$ cat src/fault_pkg.sv
package fault_pkg;
   // ==========================================================
   // Clock and timing
   // ==========================================================
   localparam int CLK_PERIOD_PS = 10000;
   localparam int HOLD_TIME_NS = 40000;
   localparam int HOLD_CYCLES = (HOLD_TIME_NS * 1000) / CLK_PERIOD_PS;
   localparam int SOFT_START_MIN_US = 512;
   localparam int SOFT_START_CYCLES =
      (SOFT_START_MIN_US * 1000000 + CLK_PERIOD_PS - 1) / CLK_PERIOD_PS;
   localparam int CC_OVP_MAX_NS = 60;
   localparam int CC_OVP_MAX_CYCLES = (CC_OVP_MAX_NS * 1000) / CLK_PERIOD_PS;
   localparam int TMR_W = 16;
   localparam int SYNC_W = 6;

   // ==========================================================
   // Control byte layout (write register)
   // ==========================================================
   localparam int CTRL_VCONN_DIS = 7;
   localparam int CTRL_VBUS_DIS = 6;
   localparam int CTRL_PM_HI = 5;
   localparam int CTRL_PM_LO = 4;
   localparam int CTRL_GATE_CONS = 3;
   localparam int CTRL_GATE_PROV = 2;
   localparam int CTRL_VSEL_HI = 1;
   localparam int CTRL_VSEL_LO = 0;
   localparam logic [7:0] CTRL_RESET = 8'h00;

   // Recovery word: mask off the power-mode field, compare the rest
   localparam logic [7:0] RECOVERY_MASK = 8'hcf;
   localparam logic [7:0] RECOVERY_VALUE = 8'h08;

   // VCONN switch select field
   localparam logic [1:0] VSEL_CC1 = 2'h1;
   localparam logic [1:0] VSEL_CC2 = 2'h2;

   // ==========================================================
   // Flag byte layout (status register)
   // ==========================================================
   localparam int FLAG_DEV_ID = 7;
   localparam int FLAG_OVP_CC = 4;
   localparam int FLAG_OTP = 3;
   localparam int FLAG_OVP_VBUS = 2;
   localparam int FLAG_OCP_VBUS = 1;
   localparam int FLAG_OCP_VCONN = 0;
   // Device variant bit, arbitrary neutral value
   localparam logic DEVICE_VARIANT = 1'b0;

   // Power mode field {high, low}
   typedef enum logic [1:0] {
      PM_HIBERNATE = 2'b00,
      PM_NORMAL = 2'b01,
      PM_LOW_POWER = 2'b10,
      PM_UNUSED = 2'b11
   } power_mode_t;

   // Overcurrent supervision states
   typedef enum logic [1:0] {
      SUP_RUN = 2'b00,
      SUP_HOLD = 2'b01,
      SUP_WAIT_RECOVERY = 2'b10
   } sup_state_t;
endpackage

$ cat src/timer_if.sv
`timescale 1ns/1ps
interface timer_if;
   logic start;
   logic [fault_pkg::TMR_W-1:0] load;
   logic running;
   logic expired;
   modport owner (output start, output load, input running, input expired);
   modport counter (input start, input load, output running, output expired);
endinterface

$ cat src/sync2.sv
`timescale 1ns/1ps
module sync2 #(
   parameter int W = 1
) (
   input wire logic clk_i,
   input wire logic sys_rst_i,
   input wire logic [W-1:0] async_i,
   output logic [W-1:0] sync_o
);
   logic [W-1:0] meta_reg;

   // Two stages; only the second stage is visible outside
   always_ff @(posedge clk_i or posedge sys_rst_i) begin
      if (sys_rst_i) begin
         meta_reg <= '0;
         sync_o <= '0;
      end else begin
         meta_reg <= async_i;
         sync_o <= meta_reg;
      end
   end
endmodule

$ cat src/down_timer.sv
`timescale 1ns/1ps
module down_timer (
   input wire logic clk_i,
   input wire logic sys_rst_i,
   timer_if.counter tmr
);
   import fault_pkg::*;

   logic [TMR_W-1:0] cnt_reg;
   logic running_reg;
   logic expired_reg;

   assign tmr.running = running_reg;
   assign tmr.expired = expired_reg;

   // A start reloads even while running, so a restart is always full length
   always_ff @(posedge clk_i or posedge sys_rst_i) begin
      if (sys_rst_i) begin
         cnt_reg <= '0;
         running_reg <= 1'b0;
         expired_reg <= 1'b0;
      end else begin
         expired_reg <= 1'b0;
         if (tmr.start) begin
            cnt_reg <= tmr.load - 1'b1;
            running_reg <= 1'b1;
         end else if (running_reg) begin
            if (cnt_reg == '0) begin
               running_reg <= 1'b0;
               expired_reg <= 1'b1;
            end else begin
               cnt_reg <= cnt_reg - 1'b1;
            end
         end
      end
   end
endmodule

$ cat src/port_fault_supervisor.sv
`timescale 1ns/1ps
module port_fault_supervisor #(
   parameter int SOFT_START_LEN = fault_pkg::SOFT_START_CYCLES
) (
   input wire logic clk_i,
   input wire logic sys_rst_i,
   // Control byte written by the serial host block (same clock)
   input wire logic ctrl_wr_i,
   input wire logic [7:0] ctrl_byte_i,
   // Analog comparators, asynchronous to clk_i
   input wire logic bus_overcurrent_i,
   input wire logic overcurrent_fault_signal_i,
   input wire logic cc1_overvoltage_i,
   input wire logic cc2_overvoltage_i,
   input wire logic bus_overvoltage_i,
   input wire logic over_temperature_i,
   input wire logic connector_bus_voltage_i,
   // Power path controls
   output logic cc1_switch_o,
   output logic cc2_switch_o,
   output logic vconn_switch_one_o,
   output logic vconn_switch_two_o,
   output logic gate_provider_o,
   output logic gate_consumer_o,
   output logic bus_discharge_o,
   output logic vconn_discharge_cc1_o,
   output logic vconn_discharge_cc2_o,
   output logic current_sense_en_o,
   output logic bus_ocp_en_o,
   output logic vconn_trip_raised_o,
   // Open-drain fault flag
   output logic fault_flag_n_o,
   output logic fault_flag_n_oe_o,
   // Readable status bytes
   output logic [7:0] ack_byte_o,
   output logic [7:0] flag_byte_o,
   output fault_pkg::power_mode_t power_mode_o
);
   import fault_pkg::*;

   // ==========================================================
   // Input synchronisers
   // ==========================================================
   logic [SYNC_W-1:0] async_in;
   logic [SYNC_W-1:0] sync_in;
   logic bus_ocp_s;
   logic vconn_ocp_s;
   logic cc1_ovp_s;
   logic cc2_ovp_s;
   logic bus_ovp_s;
   logic otp_s;
   logic bus_present_s;

   assign async_in = {over_temperature_i, bus_overvoltage_i,
                      cc2_overvoltage_i, cc1_overvoltage_i,
                      overcurrent_fault_signal_i, bus_overcurrent_i};

   sync2 #(.W(SYNC_W)) u_sync (
      .clk_i(clk_i),
      .sys_rst_i(sys_rst_i),
      .async_i(async_in),
      .sync_o(sync_in)
   );

   // Bus presence is slow and separate; a one-bit synchroniser suffices
   sync2 #(.W(1)) u_sync_present (
      .clk_i(clk_i),
      .sys_rst_i(sys_rst_i),
      .async_i(connector_bus_voltage_i),
      .sync_o(bus_present_s)
   );

   assign bus_ocp_s = sync_in[0];
   assign vconn_ocp_s = sync_in[1];
   assign cc1_ovp_s = sync_in[2];
   assign cc2_ovp_s = sync_in[3];
   assign bus_ovp_s = sync_in[4];
   assign otp_s = sync_in[5];

   // ==========================================================
   // Timers
   // ==========================================================
   timer_if hold_tmr ();
   timer_if soft_tmr ();

   down_timer u_hold_timer (
      .clk_i(clk_i),
      .sys_rst_i(sys_rst_i),
      .tmr(hold_tmr.counter)
   );

   down_timer u_soft_timer (
      .clk_i(clk_i),
      .sys_rst_i(sys_rst_i),
      .tmr(soft_tmr.counter)
   );

   // ==========================================================
   // Control register and supervision state
   // ==========================================================
   logic [7:0] ctrl_reg;
   sup_state_t state_reg;
   sup_state_t state_next;
   logic bus_src_reg;
   logic vconn_src_reg;
   logic ocp_prev_reg;
   logic last_cc2_reg;
   logic vconn_on_prev_reg;
   power_mode_t mode;
   logic mode_normal;
   logic bus_ocp_det;
   logic vconn_ocp_det;
   logic ocp_any;
   logic ocp_edge;
   logic recovery_hit;

   // Mode field decode of the control register, shared by the mode signal and the acknowledge byte
   function automatic power_mode_t mode_of(input logic [7:0] b);
      return power_mode_t'(b[CTRL_PM_HI:CTRL_PM_LO]);
   endfunction

   assign mode = mode_of(ctrl_reg);
   assign mode_normal = (mode == PM_NORMAL);
   assign bus_ocp_det = bus_ocp_s & mode_normal;
   // Cable-power comparator already trips at the selected level
   assign vconn_ocp_det = vconn_ocp_s & (vconn_switch_one_o |
                                         vconn_switch_two_o);
   assign ocp_any = bus_ocp_det | vconn_ocp_det;
   assign ocp_edge = ocp_any & ~ocp_prev_reg;
   assign recovery_hit = ctrl_wr_i &
      ((ctrl_byte_i & RECOVERY_MASK) == RECOVERY_VALUE);

   // Hold timer starts on the detection edge only
   assign hold_tmr.start = (state_reg == SUP_RUN) & ocp_edge;
   assign hold_tmr.load = TMR_W'(HOLD_CYCLES);

   // Edge memory for overcurrent detection
   always_ff @(posedge clk_i or posedge sys_rst_i) begin
      if (sys_rst_i) begin
         ocp_prev_reg <= 1'b0;
      end else begin
         ocp_prev_reg <= ocp_any;
      end
   end

   // Supervision state transitions
   always_comb begin
      state_next = state_reg;
      unique case (state_reg)
         SUP_RUN: begin
            if (ocp_edge) begin
               state_next = SUP_HOLD;
            end
         end
         SUP_HOLD: begin
            // Recovery words are simply dropped here
            if (hold_tmr.expired) begin
               state_next = SUP_WAIT_RECOVERY;
            end
         end
         SUP_WAIT_RECOVERY: begin
            if (recovery_hit) begin
               state_next = SUP_RUN;
            end
         end
         default: begin
            state_next = SUP_HOLD;
         end
      endcase
   end

   always_ff @(posedge clk_i or posedge sys_rst_i) begin
      if (sys_rst_i) begin
         state_reg <= SUP_RUN;
      end else begin
         state_reg <= state_next;
      end
   end

   // Host control byte; in shutdown only a recovery word written after the hold is accepted
   always_ff @(posedge clk_i or posedge sys_rst_i) begin
      if (sys_rst_i) begin
         ctrl_reg <= CTRL_RESET;
      end else if (state_reg == SUP_RUN && ocp_edge) begin
         // Drop switch and gate requests so nothing recloses on restart
         ctrl_reg <= {2'b00, ctrl_reg[CTRL_PM_HI:CTRL_PM_LO], 4'h0};
      end else if (state_reg == SUP_WAIT_RECOVERY && recovery_hit) begin
         ctrl_reg <= {2'b00, ctrl_byte_i[CTRL_PM_HI:CTRL_PM_LO], 4'h0};
      end else if (state_reg == SUP_RUN && ctrl_wr_i) begin
         ctrl_reg <= ctrl_byte_i;
      end
   end

   // Overcurrent source flags: set on the event, cleared by recovery
   always_ff @(posedge clk_i or posedge sys_rst_i) begin
      if (sys_rst_i) begin
         bus_src_reg <= 1'b0;
         vconn_src_reg <= 1'b0;
      end else if (state_reg == SUP_RUN && ocp_edge) begin
         bus_src_reg <= bus_ocp_det;
         vconn_src_reg <= vconn_ocp_det;
      end else if (state_reg == SUP_WAIT_RECOVERY && recovery_hit) begin
         bus_src_reg <= 1'b0;
         vconn_src_reg <= 1'b0;
      end
   end

   // ==========================================================
   // Cable-power soft start and discharge steering
   // ==========================================================
   logic vsel1_next;
   logic vsel2_next;
   logic vconn_on_next;

   assign soft_tmr.start = vconn_on_next & ~vconn_on_prev_reg;
   assign soft_tmr.load = TMR_W'(SOFT_START_LEN);

   // Remember which CC pin last carried cable power
   always_ff @(posedge clk_i or posedge sys_rst_i) begin
      if (sys_rst_i) begin
         last_cc2_reg <= 1'b0;
         vconn_on_prev_reg <= 1'b0;
      end else begin
         vconn_on_prev_reg <= vconn_on_next;
         if (vsel1_next) begin
            last_cc2_reg <= 1'b0;
         end else if (vsel2_next) begin
            last_cc2_reg <= 1'b1;
         end
      end
   end

   // ==========================================================
   // Output next values
   // ==========================================================
   logic run;
   logic otp_block;
   logic cc1_next;
   logic cc2_next;
   logic prov_next;
   logic cons_next;
   logic bus_dis_next;
   logic vconn_dis_next;
   logic flag_low_next;

   assign run = (state_reg == SUP_RUN) & ~ocp_edge;
   assign otp_block = otp_s;

   always_comb begin
      vsel1_next = run & ~otp_block &
         (ctrl_reg[CTRL_VSEL_HI:CTRL_VSEL_LO] == VSEL_CC1);
      vsel2_next = run & ~otp_block &
         (ctrl_reg[CTRL_VSEL_HI:CTRL_VSEL_LO] == VSEL_CC2);
      vconn_on_next = vsel1_next | vsel2_next;
      // CC paths open only in hold, over-temperature or own overvoltage
      cc1_next = (state_next != SUP_HOLD) & ~otp_block & ~cc1_ovp_s;
      cc2_next = (state_next != SUP_HOLD) & ~otp_block & ~cc2_ovp_s;
      prov_next = run & ~otp_block & ctrl_reg[CTRL_GATE_PROV];
      cons_next = run & ~otp_block & ctrl_reg[CTRL_GATE_CONS];
      // Bus discharge from command, plus forced during a bus shutdown
      bus_dis_next = ctrl_reg[CTRL_VBUS_DIS] |
         ((state_reg != SUP_RUN) & bus_src_reg) |
         (ocp_edge & bus_ocp_det & (state_reg == SUP_RUN));
      vconn_dis_next = (ctrl_reg[CTRL_VCONN_DIS] | bus_dis_next &
         ~ctrl_reg[CTRL_VBUS_DIS]) & ~vconn_on_next;
      // Flag meaning depends on power mode
      if (mode_normal) begin
         flag_low_next = (state_next != SUP_RUN) | cc1_ovp_s | cc2_ovp_s |
            otp_block | bus_ovp_s;
      end else begin
         flag_low_next = bus_present_s | (state_next != SUP_RUN);
      end
   end

   // ==========================================================
   // Registered outputs
   // ==========================================================
   // All outputs leave from flops so pins never glitch on decode hazards
   always_ff @(posedge clk_i or posedge sys_rst_i) begin
      if (sys_rst_i) begin
         cc1_switch_o <= 1'b0;
         cc2_switch_o <= 1'b0;
         vconn_switch_one_o <= 1'b0;
         vconn_switch_two_o <= 1'b0;
         gate_provider_o <= 1'b0;
         gate_consumer_o <= 1'b0;
         bus_discharge_o <= 1'b0;
         vconn_discharge_cc1_o <= 1'b0;
         vconn_discharge_cc2_o <= 1'b0;
         current_sense_en_o <= 1'b0;
         bus_ocp_en_o <= 1'b0;
         vconn_trip_raised_o <= 1'b0;
         fault_flag_n_oe_o <= 1'b0;
      end else begin
         cc1_switch_o <= cc1_next;
         cc2_switch_o <= cc2_next;
         vconn_switch_one_o <= vsel1_next;
         vconn_switch_two_o <= vsel2_next;
         gate_provider_o <= prov_next;
         gate_consumer_o <= cons_next;
         bus_discharge_o <= bus_dis_next;
         vconn_discharge_cc1_o <= vconn_dis_next & ~last_cc2_reg;
         vconn_discharge_cc2_o <= vconn_dis_next & last_cc2_reg;
         current_sense_en_o <= mode_normal;
         bus_ocp_en_o <= mode_normal;
         // Raised level while starting up, normal once the window ends
         vconn_trip_raised_o <= soft_tmr.start |
            (soft_tmr.running & vconn_on_next);
         fault_flag_n_oe_o <= flag_low_next;
      end
   end

   // Open-drain pin only ever pulls low
   always_ff @(posedge clk_i or posedge sys_rst_i) begin
      if (sys_rst_i) begin
         fault_flag_n_o <= 1'b0;
      end else begin
         fault_flag_n_o <= 1'b0;
      end
   end

   // Status bytes; acknowledges mirror driven state so shutdown clears the switch and gate bits
   always_ff @(posedge clk_i or posedge sys_rst_i) begin
      if (sys_rst_i) begin
         ack_byte_o <= 8'h00;
         flag_byte_o <= 8'h00;
         power_mode_o <= PM_HIBERNATE;
      end else begin
         ack_byte_o <= {vconn_dis_next, bus_dis_next, mode_of(ctrl_reg),
                        cons_next, prov_next, vsel2_next, vsel1_next};
         flag_byte_o <= 8'h00;
         flag_byte_o[FLAG_DEV_ID] <= DEVICE_VARIANT;
         flag_byte_o[FLAG_OVP_CC] <= cc1_ovp_s | cc2_ovp_s;
         flag_byte_o[FLAG_OTP] <= otp_block;
         flag_byte_o[FLAG_OVP_VBUS] <= bus_ovp_s;
         // Source bits fall with the recovery word, in step with the flag
         flag_byte_o[FLAG_OCP_VBUS] <= (state_next != SUP_RUN) &
            (bus_src_reg | (ocp_edge & bus_ocp_det &
            (state_reg == SUP_RUN)));
         flag_byte_o[FLAG_OCP_VCONN] <= (state_next != SUP_RUN) &
            (vconn_src_reg | (ocp_edge & vconn_ocp_det &
            (state_reg == SUP_RUN)));
         power_mode_o <= mode;
      end
   end
endmodule

$ cat config.mk
export PLATFORM = sky130hd
export DESIGN_NAME = port_fault_supervisor
export DESIGN_NICKNAME = d
export VERILOG_FILES = /design/src/fault_pkg.sv /design/src/timer_if.sv /design/src/sync2.sv /design/src/down_timer.sv /design/src/port_fault_supervisor.sv
export SDC_FILE = /design/constraint.sdc
export NUM_CORES = 1
export LEC_CHECK = 0
export BUFFER_PORTS_ARGS = -buffer_cell sky130_fd_sc_hd__buf_4
export CAP_MARGIN = 20
export CORE_MARGIN = 2
export CORE_UTILIZATION = 40
export DETAILED_ROUTE_END_ITERATION = 16
export PLACE_DENSITY = 0.69
export SLEW_MARGIN = 20
export SYNTH_ARGS = -nofsm -noshare
export SYNTH_HDL_FRONTEND = slang
export SYNTH_SLANG_ARGS = --single-unit
export TNS_END_PERCENT = 5
$ cat constraint.sdc
create_clock -name clk_i -period 2.56 [get_ports clk_i]
set_clock_uncertainty 0.05 [all_clocks]
set_input_delay 0.512 -clock clk_i [delete_from_list [all_inputs] [get_ports clk_i]]
set_output_delay 0.512 -clock clk_i [all_outputs]
set_load 0.02 [all_outputs]
==> flow_summary.json, run 1 <==
{
  "post-route-drc-count": 0,
  "place_area_um2": 4330,
  "synth_warnings": 0,
  "clk_pin_slew_ns": 0.09,
  "synth_cells": 360,
  "clockBufferDepth": 2,
  "path_class": "reg2reg",
  "p_per_area_nw_per_um2": 1000,
  "synth-seq-cells": 84,
  "n_fill_cell": 860,
  "status": "completed",
  "first_global_vias": 2779,
  "synth_area_leader_cell": "dfrtp_1",
  "max-cap-violations": 0,
  "start_util_pct": 41.5,
  "regArea_um2": 2100,
  "syn-cell-area_um2": 3870,
  "clk_latency_ns": 0.37,
  "final_cell_area_um2": 4520,
  "slowest_stage": "a2111oi_0",
  "cts_buffers": 9,
  "ctsResizeCount": 0,
  "grt-ovfl-total": 0,
  "stdcell_count": 539,
  "hold_buffers": 0,
  "tightestPinTransition_ns": 0.542,
  "whs_path_depth": 1,
  "grt_util_all_layers_pct": 16.6,
  "dr.first_iter.drc_count": 171,
  "async_flop_share_pct": 100,
  "grt_max_degree": 85,
  "synth_edf_count": 0,
  "dr_wl_met2_um": 3590,
  "diodes": 0,
  "regToRegSetupSlack_ns": 0.45,
  "highest_layer": "met4",
  "htreeDepth": 3,
  "cp-start-kind": "flip-flop",
  "place_ws_ns": 0.466,
  "clock-root-buffer": "clkbuf_8",
  "hp-class": "in2reg",
  "grt_first_pass_wirelength_um": 13400,
  "wl_per_cell_um": 14.9,
  "ys_seq_area_share_pct": 54.2,
  "setup_tns_ns": 0,
  "rows": 35,
  "firstDrtPassIters": 4,
  "nets": 425,
  "dp_cells": 523,
  "final-hold-violation-count": 0,
  "clock_sinks": 84,
  "antenna_left": 0,
  "setup_viol_count_final": 0,
  "synthDistinctLibCells": 60,
  "max_stage_delay_ns": 0.56,
  "fmax_ghz": 0.474,
  "reg2reg_depth": 6,
  "synthToLayoutAreaGrowth_pct": 16.5,
  "vdd_drop_max_v": 0.000405,
  "synth_ff_type": "dfrtp_1",
  "synth.avg_cell_area_um2": 10.8,
  "p_leak_nw": 1.95,
  "gp_congestion": 0.872,
  "drive_gt1_share_pct": 22.0,
  "yosys.area.top_type_share_pct": 54.2,
  "hpwl_um": 5720,
  "wl_met1_um": 3890,
  "hold_slack_ns": 0.192,
  "post_cts_buffers": 0,
  "final_util_pct": 48.4,
  "rsz0062_at_grt": "false",
  "wl_um": 8030,
  "multi_input_area_um2": 1600,
  "vias": 2897,
  "p_total_mw": 4.52,
  "crit_chain": "inv_1 > ha_1 > nand2_1 > or3_1 > a2111oi_0 > mux2i_1",
  "dieWidth_um": 102,
  "die_y_um": 102,
  "post-route-min-period_ns": 2.11,
  "required_ns": 2.80,
  "yosys-top-cells-area": "dfrtp_1 54%, mux2i_1 3.9%, a21oi_1 3.2%, nand2_1 2.5%, buf_4 2.3%",
  "antenna_found_initial": 0,
  "die_area_um2": 10500,
  "relSlewSlack_pct": 63.0,
  "fp.coreArea_um2": 9330,
  "fin_crit_sh_pct": 82.4,
  "finalMaxSlewViolations": 0,
  "via_per_inst": 5.37,
  "worstSetupEndpointType": "flip-flop",
  "cts_tree": "done",
  "io_buffers": 45,
  "dr_wl_met3_um": 397,
  "io-pin-count": 50,
  "path_max_fanout": 6,
  "cp.arrival_ns": 2.35,
  "layout_setup_ws_ns": 0.450
}
[routing by layer]
metal / GRT usage [%] / vias up
met5: 0 / -
met4: 7.08 / 0
met3: 3.56 / 11
met2: 24.4 / 82
met1: 23.8 / 1399
li1: - / 1405
[cells by family (layout without fill, tap and decap cells)]
logic type / Yosys count / in the layout / share of synthesized area (%)
AND/OR/NAND/NOR: 134 / 134 / 20.1
adder cells (fa/ha/maj): 2 / 2 / 0.646
flip-flops: 84 / 84 / 54.2
multiplexers: 19 / 19 / 5.04
buffers and inverters: 35 / 82 / 4.84
other: 1 / 4 / 0.0968
AO/OA/AOI/OAI: 84 / 84 / 14.8
XOR/XNOR: 1 / 1 / 0.226
[path summary, 6_finish.rpt]
kind,startpoint,endpoint
max,u_soft_timer.cnt_reg[0],u_soft_timer.cnt_reg[6]
min,cc2_overvoltage_i,u_sync.meta_reg[3]
max reg2reg,u_soft_timer.cnt_reg[0],u_soft_timer.cnt_reg[6]
min reg2reg,u_sync.meta_reg[2],u_sync.sync_o[2]
max in group asynchronous,sys_rst_i,u_hold_timer.cnt_reg[3]
min in group asynchronous,sys_rst_i,u_soft_timer.cnt_reg[4]
[cells in the mapped netlist, drive strengths merged, types with 8 or more instances]
| cell | n |
|---|---|
| o21ai | 14 |
| nand3 | 16 |
| nor2 | 11 |
| nor4 | 10 |
| or3 | 13 |
| a21boi | 8 |
| or2 | 9 |
| a211oi | 8 |
| nor3 | 14 |
| dfrtp | 84 |
| a21oi | 25 |
| mux2i | 15 |
| nand2 | 26 |
| inv | 12 |
| buf | 17 |
[power breakdown]
| group | internal, mW | switching (mW) | total [mW] | leakage (nW) |
|---|---|---|---|---|
| logic | 0.707 | 0.824 | 1.53 | 0.857 |
| clock network | 0.375 | 0.535 | 0.910 | 0.0878 |
| registers | 1.72 | 0.366 | 2.08 | 1.00 |
[worst max-delay path, delay by kind of cell, from the launching register on]
| family | cells | cell delay (ns) |
|---|---|---|
| AOI/OAI and AO/OA | 1 | 0.56 |
| buffers and inverters | 1 | 0.08 |
| adders and majority gates | 1 | 0.19 |
| muxes | 1 | 0.25 |
| and+or+nand+nor | 2 | 0.51 |
| DFF | 1 | 0.40 |
[cell type report]
cell class | instances | area share, %
sequential | 84 | 46.6
multi-input combinational | 244 | 35.4
clock buffer | 9 | 2.74
clock inverter | 7 | 1.44
timing repair buffer | 54 | 9.25
tap | 129 | 3.57
inverter | 12 | 1.08
[cells in the final DEF, fill, tap and decap left out, drive strengths merged, types with 3 or more instances in the layout]
cell,instances
nand3b,3
dfrtp,84
a21oi,25
o21ai,14
a21o,3
nor2,11
clkbuf,9
nand3,16
a211o,5
a211oi,8
or3,13
and3,5
conb,4
or4b,3
mux2i,15
nor3b,3
o21a,3
nor4,10
inv,15
a21boi,8
buf,54
nand4b,3
nor3,14
a31oi,4
or4,6
clkinvlp,4
nand2,26
or2,9
mux2,4
Note: power is estimated with default switching activity, not from simulation.
==> run 2: changes to the inputs <==
PLACE_DENSITY = 0.67   (was 0.69)
clock period = 1.96 ns   (was 2.56 ns; I/O delays follow)
==> run 2 against run 1 <==
The flow now finishes with violations (setup timing). Sequential share of layout area fell by 4.1 points. Global-route usage rose by 1.8 points. Die area stayed put. Largest power group unchanged. Worst setup slack worse by 0.47 ns. Clock power increased by 37%. Sequential power increased by 26%. Critical path type unchanged. Power up 43%.
==> flow_summary.json, run 2 (synthesized netlist as in run 1, its figures left out) <==
{
  "status": "finished, violations left",
  "violations": "setup timing",
  "clock-root-buffer": "clkbuf_8",
  "finalMaxSlewViolations": 0,
  "r2r-end": "u_soft_timer.tmr.running",
  "wl_met1_um": 4190,
  "diodes": 0,
  "p_per_area_nw_per_um2": 1300,
  "tightestPinTransition_ns": 0.543,
  "final-hold-violation-count": 0,
  "path_max_fanout": 7,
  "layout_setup_ws_ns": -0.0202,
  "dr_wl_met3_um": 399,
  "via_per_inst": 5.33,
  "io-pin-count": 50,
  "gp_congestion": 0.872,
  "wl_per_cell_um": 15.6,
  "regArea_um2": 2100,
  "clockBufferDepth": 2,
  "synthToLayoutAreaGrowth_pct": 27.8,
  "hp-class": "in2reg",
  "die_area_um2": 10500,
  "io_buffers": 45,
  "cts_buffers": 9,
  "cp.arrival_ns": 2.19,
  "cp-start-kind": "flip-flop",
  "hpwl_um": 6450,
  "hold_buffers": 0,
  "grt_first_pass_wirelength_um": 14900,
  "clk_pin_slew_ns": 0.10,
  "whs_path_depth": 1,
  "rows": 35,
  "antenna_found_initial": 0,
  "firstDrtPassIters": 4,
  "n_fill_cell": 823,
  "fmax_ghz": 0.505,
  "fin_crit_sh_pct": 101,
  "start_util_pct": 41.5,
  "r2r-start": "u_soft_timer.cnt_reg[5]",
  "max-cap-violations": 0,
  "rsz0062_at_grt": "true",
  "stdcell_count": 584,
  "post-route-min-period_ns": 1.98,
  "whs_endpoint": "u_sync.meta_reg[2]",
  "drive_gt1_share_pct": 33.6,
  "vdd_drop_max_v": 0.000655,
  "highest_layer": "met4",
  "fp.coreArea_um2": 9330,
  "hp-start": "cc1_overvoltage_i",
  "regToRegSetupSlack_ns": -0.02,
  "required_ns": 2.17,
  "dieWidth_um": 102,
  "grt_max_degree": 85,
  "nets": 470,
  "clk_latency_ns": 0.36,
  "post-route-drc-count": 0,
  "dp_cells": 567,
  "cts_tree": "done",
  "final_util_pct": 53.1,
  "layout_common_cells": "98 x buf_4, 84 x dfrtp_1, 26 x nand2_1, 23 x a21oi_1",
  "p_leak_nw": 2.20,
  "grt_util_all_layers_pct": 18.4,
  "htreeDepth": 3,
  "setup_viol_count_final": 3,
  "path_class": "reg2reg",
  "dr_wl_met2_um": 4380,
  "final_common_cell": "buf_4",
  "clock_sinks": 84,
  "multi_input_area_um2": 1680,
  "vias": 3112,
  "reg2reg_depth": 4,
  "antenna_left": 0,
  "worstSetupEndpointType": "flip-flop",
  "relSlewSlack_pct": 63.6,
  "first_global_vias": 3120,
  "grt-ovfl-total": 0,
  "wl_um": 9090,
  "die_y_um": 102,
  "dr.first_iter.drc_count": 121
}
==> run 2: routing by layer <==
layer | track usage (%) | vias to the layer above
met5 | 0 | -
met4 | 6.26 | 0
met3 | 3.76 | 12
met2 | 28.8 | 76
met1 | 25.6 | 1521
li1 | - | 1503
==> run 2: worst max-delay path by stage <==
stage,startpoint,cells after the start,to
after global routing,u_soft_timer.cnt_reg[0],4,u_soft_timer.cnt_reg[11]
after detailed placement,u_hold_timer.cnt_reg[13],5,u_hold_timer.cnt_reg[15]
after CTS,u_soft_timer.cnt_reg[6],4,u_soft_timer.cnt_reg[11]
after global placement,ctrl_byte_i[7],5,ctrl_reg[5]
after floorplan,u_soft_timer.cnt_reg[6],5,u_soft_timer.tmr.running
final,u_soft_timer.cnt_reg[5],4,u_soft_timer.tmr.running
==> run 2: what timing repair did <==
action	4_1_cts	5_1_grt
setup endpoints to repair	6	25
buffers inserted	0	1
gates resized for setup	5	18
pin swaps	5	4
==> run 2: critical path: stages, from the launching register on <==
cell and delay, ns:
dfrtp_1 0.39, or4_4 0.60, or3_4 0.41, o21a_1 0.22, or2_1 0.21
==> run 2: power breakdown <==
group	internal, mW	leakage, nW	switching (mW)	total (mW)
logic	1.25	1.09	1.34	2.59
registers	2.24	1.00	0.375	2.62
clock network	0.506	0.102	0.741	1.25
==> run 2: area by class of cell <==
class | count | share of cell area [%]
sequential | 84 | 42.4
multi-input combinational | 244 | 34.0
timing repair buffer | 99 | 15.3
tap | 129 | 3.26
clock buffer | 9 | 2.50
clock inverter | 7 | 1.59
inverter | 12 | 0.985
==> run 2: stage by stage <==
stage	setup TNS, ns	cell area, µm²	hold WS [ns]	power, mW	worst slack, ns
6_report	-0.0556	4950	0.0743	6.45	-0.0202
5_1_grt	-0.420	4950	0.0516	6.90	-0.0814
4_1_cts	-0.0672	4880	0.0568	6.46	-0.0278
3_5_place_dp	-0.197	4660	0.286	5.18	-0.0493
3_3_place_gp	-0.0360	4660	0.282	5.08	-0.0181
2_1_floorplan	-0.0202	3890	0.281	4.13	-0.0170
==> run 3: changes to the inputs <==
SKIP_CTS_REPAIR_TIMING = 1   (was default)
==> run 3 against run 2 <==
The run still ends with setup timing left. Via count rose by 0.77%. Count of clock-buffer cells in the layout did not move. Non-clock buffer count rose by 1. Worst setup slack improved by 0.013 ns. Critical path type unchanged.
==> flow_summary.json, run 3 (synthesized netlist as in run 1, its figures left out) <==
{
  "rows": 35,
  "clk_latency_ns": 0.36,
  "setup_viol_count_final": 1,
  "grt_first_pass_wirelength_um": 14800,
  "wl_um": 8990,
  "vdd_drop_max_v": 0.000654,
  "place_ws_ns": -0.0493,
  "io-pin-count": 50,
  "hpwl_um": 6450,
  "worstSetupEndpointType": "flip-flop",
  "vias": 3136,
  "dr.first_iter.drc_count": 128,
  "fin_crit_sh_pct": 100,
  "drive_gt1_share_pct": 34.6,
  "r2r-start": "u_soft_timer.cnt_reg[6]",
  "tightestPinTransition_ns": 0.532,
  "grt-ovfl-total": 0,
  "synthToLayoutAreaGrowth_pct": 28.9,
  "final_common_cell": "buf_4",
  "regToRegSetupSlack_ns": -0.007,
  "first_global_vias": 3105,
  "crit_start": "u_soft_timer.cnt_reg[6]",
  "antenna_left": 0,
  "clock_sinks": 84,
  "violations": "setup timing",
  "fp.coreArea_um2": 9330,
  "layout_setup_ws_ns": -0.00700,
  "rsz0062_at_grt": "true",
  "p_leak_nw": 2.20,
  "via_per_inst": 5.36,
  "post-route-min-period_ns": 1.97,
  "max-cap-violations": 0,
  "die_area_um2": 10500,
  "required_ns": 2.17,
  "wl_per_cell_um": 15.4,
  "firstDrtPassIters": 5,
  "path_class": "reg2reg",
  "io_buffers": 45,
  "status": "finished, violations left",
  "die_y_um": 102,
  "gp_congestion": 0.872,
  "nets": 471,
  "relSlewSlack_pct": 64.3,
  "setup_tns_ns": -0.00700,
  "path_max_fanout": 7,
  "finalMaxSlewViolations": 0,
  "cp.arrival_ns": 2.18,
  "grt_util_all_layers_pct": 18.3,
  "cts_tree": "done",
  "fmax_ghz": 0.508,
  "clk_pin_slew_ns": 0.10,
  "cp-start-kind": "flip-flop",
  "layout_common_cells": "97 x buf_4, 84 x dfrtp_1, 25 x nand2_1, 23 x a21oi_1",
  "antenna_found_initial": 0,
  "n_fill_cell": 816,
  "cts_buffers": 9,
  "grt_max_degree": 85,
  "hp-class": "in2async",
  "post-route-drc-count": 0,
  "p_per_area_nw_per_um2": 1300,
  "htreeDepth": 3,
  "reg2reg_depth": 4,
  "final-hold-violation-count": 0,
  "clockBufferDepth": 2,
  "start_util_pct": 41.5,
  "dieWidth_um": 102,
  "diodes": 0,
  "clock-root-buffer": "clkbuf_8"
}
-- run 3: layout make-up --
type | instances | area, µm² | area share [%]
flip-flops and latches | 84 | 2100 | 42.1
multi-input cells | 244 | 1710 | 34.2
repair buffers | 100 | 771 | 15.4
well taps | 129 | 161 | 3.23
clock buffers | 9 | 124 | 2.48
clock inverters | 7 | 78.8 | 1.58
inverters | 12 | 48.8 | 0.977
-- run 3: path summary, 6_finish.rpt --
| check | to |
|---|---|
| worst max-delay path | u_soft_timer.tmr.running |
| worst min-delay path | u_soft_timer.cnt_reg[8] |
| worst max register to register | u_soft_timer.tmr.running |
| worst min register to register | u_sync.sync_o[3] |
| max in group asynchronous | u_soft_timer.cnt_reg[12] |
| min in group clk_i | u_sync.meta_reg[2] |
-- run 3: power by group --
part / total [mW] / switching, mW / leakage (nW) / internal (mW)
clock network: 1.25 / 0.740 / 0.102 / 0.506
logic: 2.64 / 1.36 / 1.10 / 1.28
registers: 2.62 / 0.379 / 1.00 / 2.24
total: 6.50 / 2.48 / 2.20 / 4.03
-- run 3: critical path, stage by stage (launching register included) --
cell	delay [ns]
dfrtp_1	0.39
or4_4	0.60
or3_4	0.41
o21a_1	0.21
or2_1	0.20
-- run 3: metrics by stage --
| step | util, % | instances | hold WS [ns] | power, mW | area, µm² |
|---|---|---|---|---|---|
| 4_1_cts | 52.1 | 583 | 0.0568 | 6.45 | 4860 |
| 6_report | 53.5 | 585 | 0.0761 | 6.50 | 4990 |
| 3_5_place_dp | 49.9 | 567 | 0.286 | 5.18 | 4660 |
| 2_1_floorplan | - | 363 | 0.281 | 4.13 | 3890 |
| 5_1_grt | 53.5 | 585 | 0.0516 | 6.96 | 4990 |
| 3_3_place_gp | 49.9 | 567 | 0.282 | 5.08 | 4660 |
-- run 3: per-layer routing --
layer  wire, µm  global-route usage [%]
met3        334                    3.42
met5          0                       0
met4        150                    5.85
met2       4350                    28.8
met1       4150                    25.8
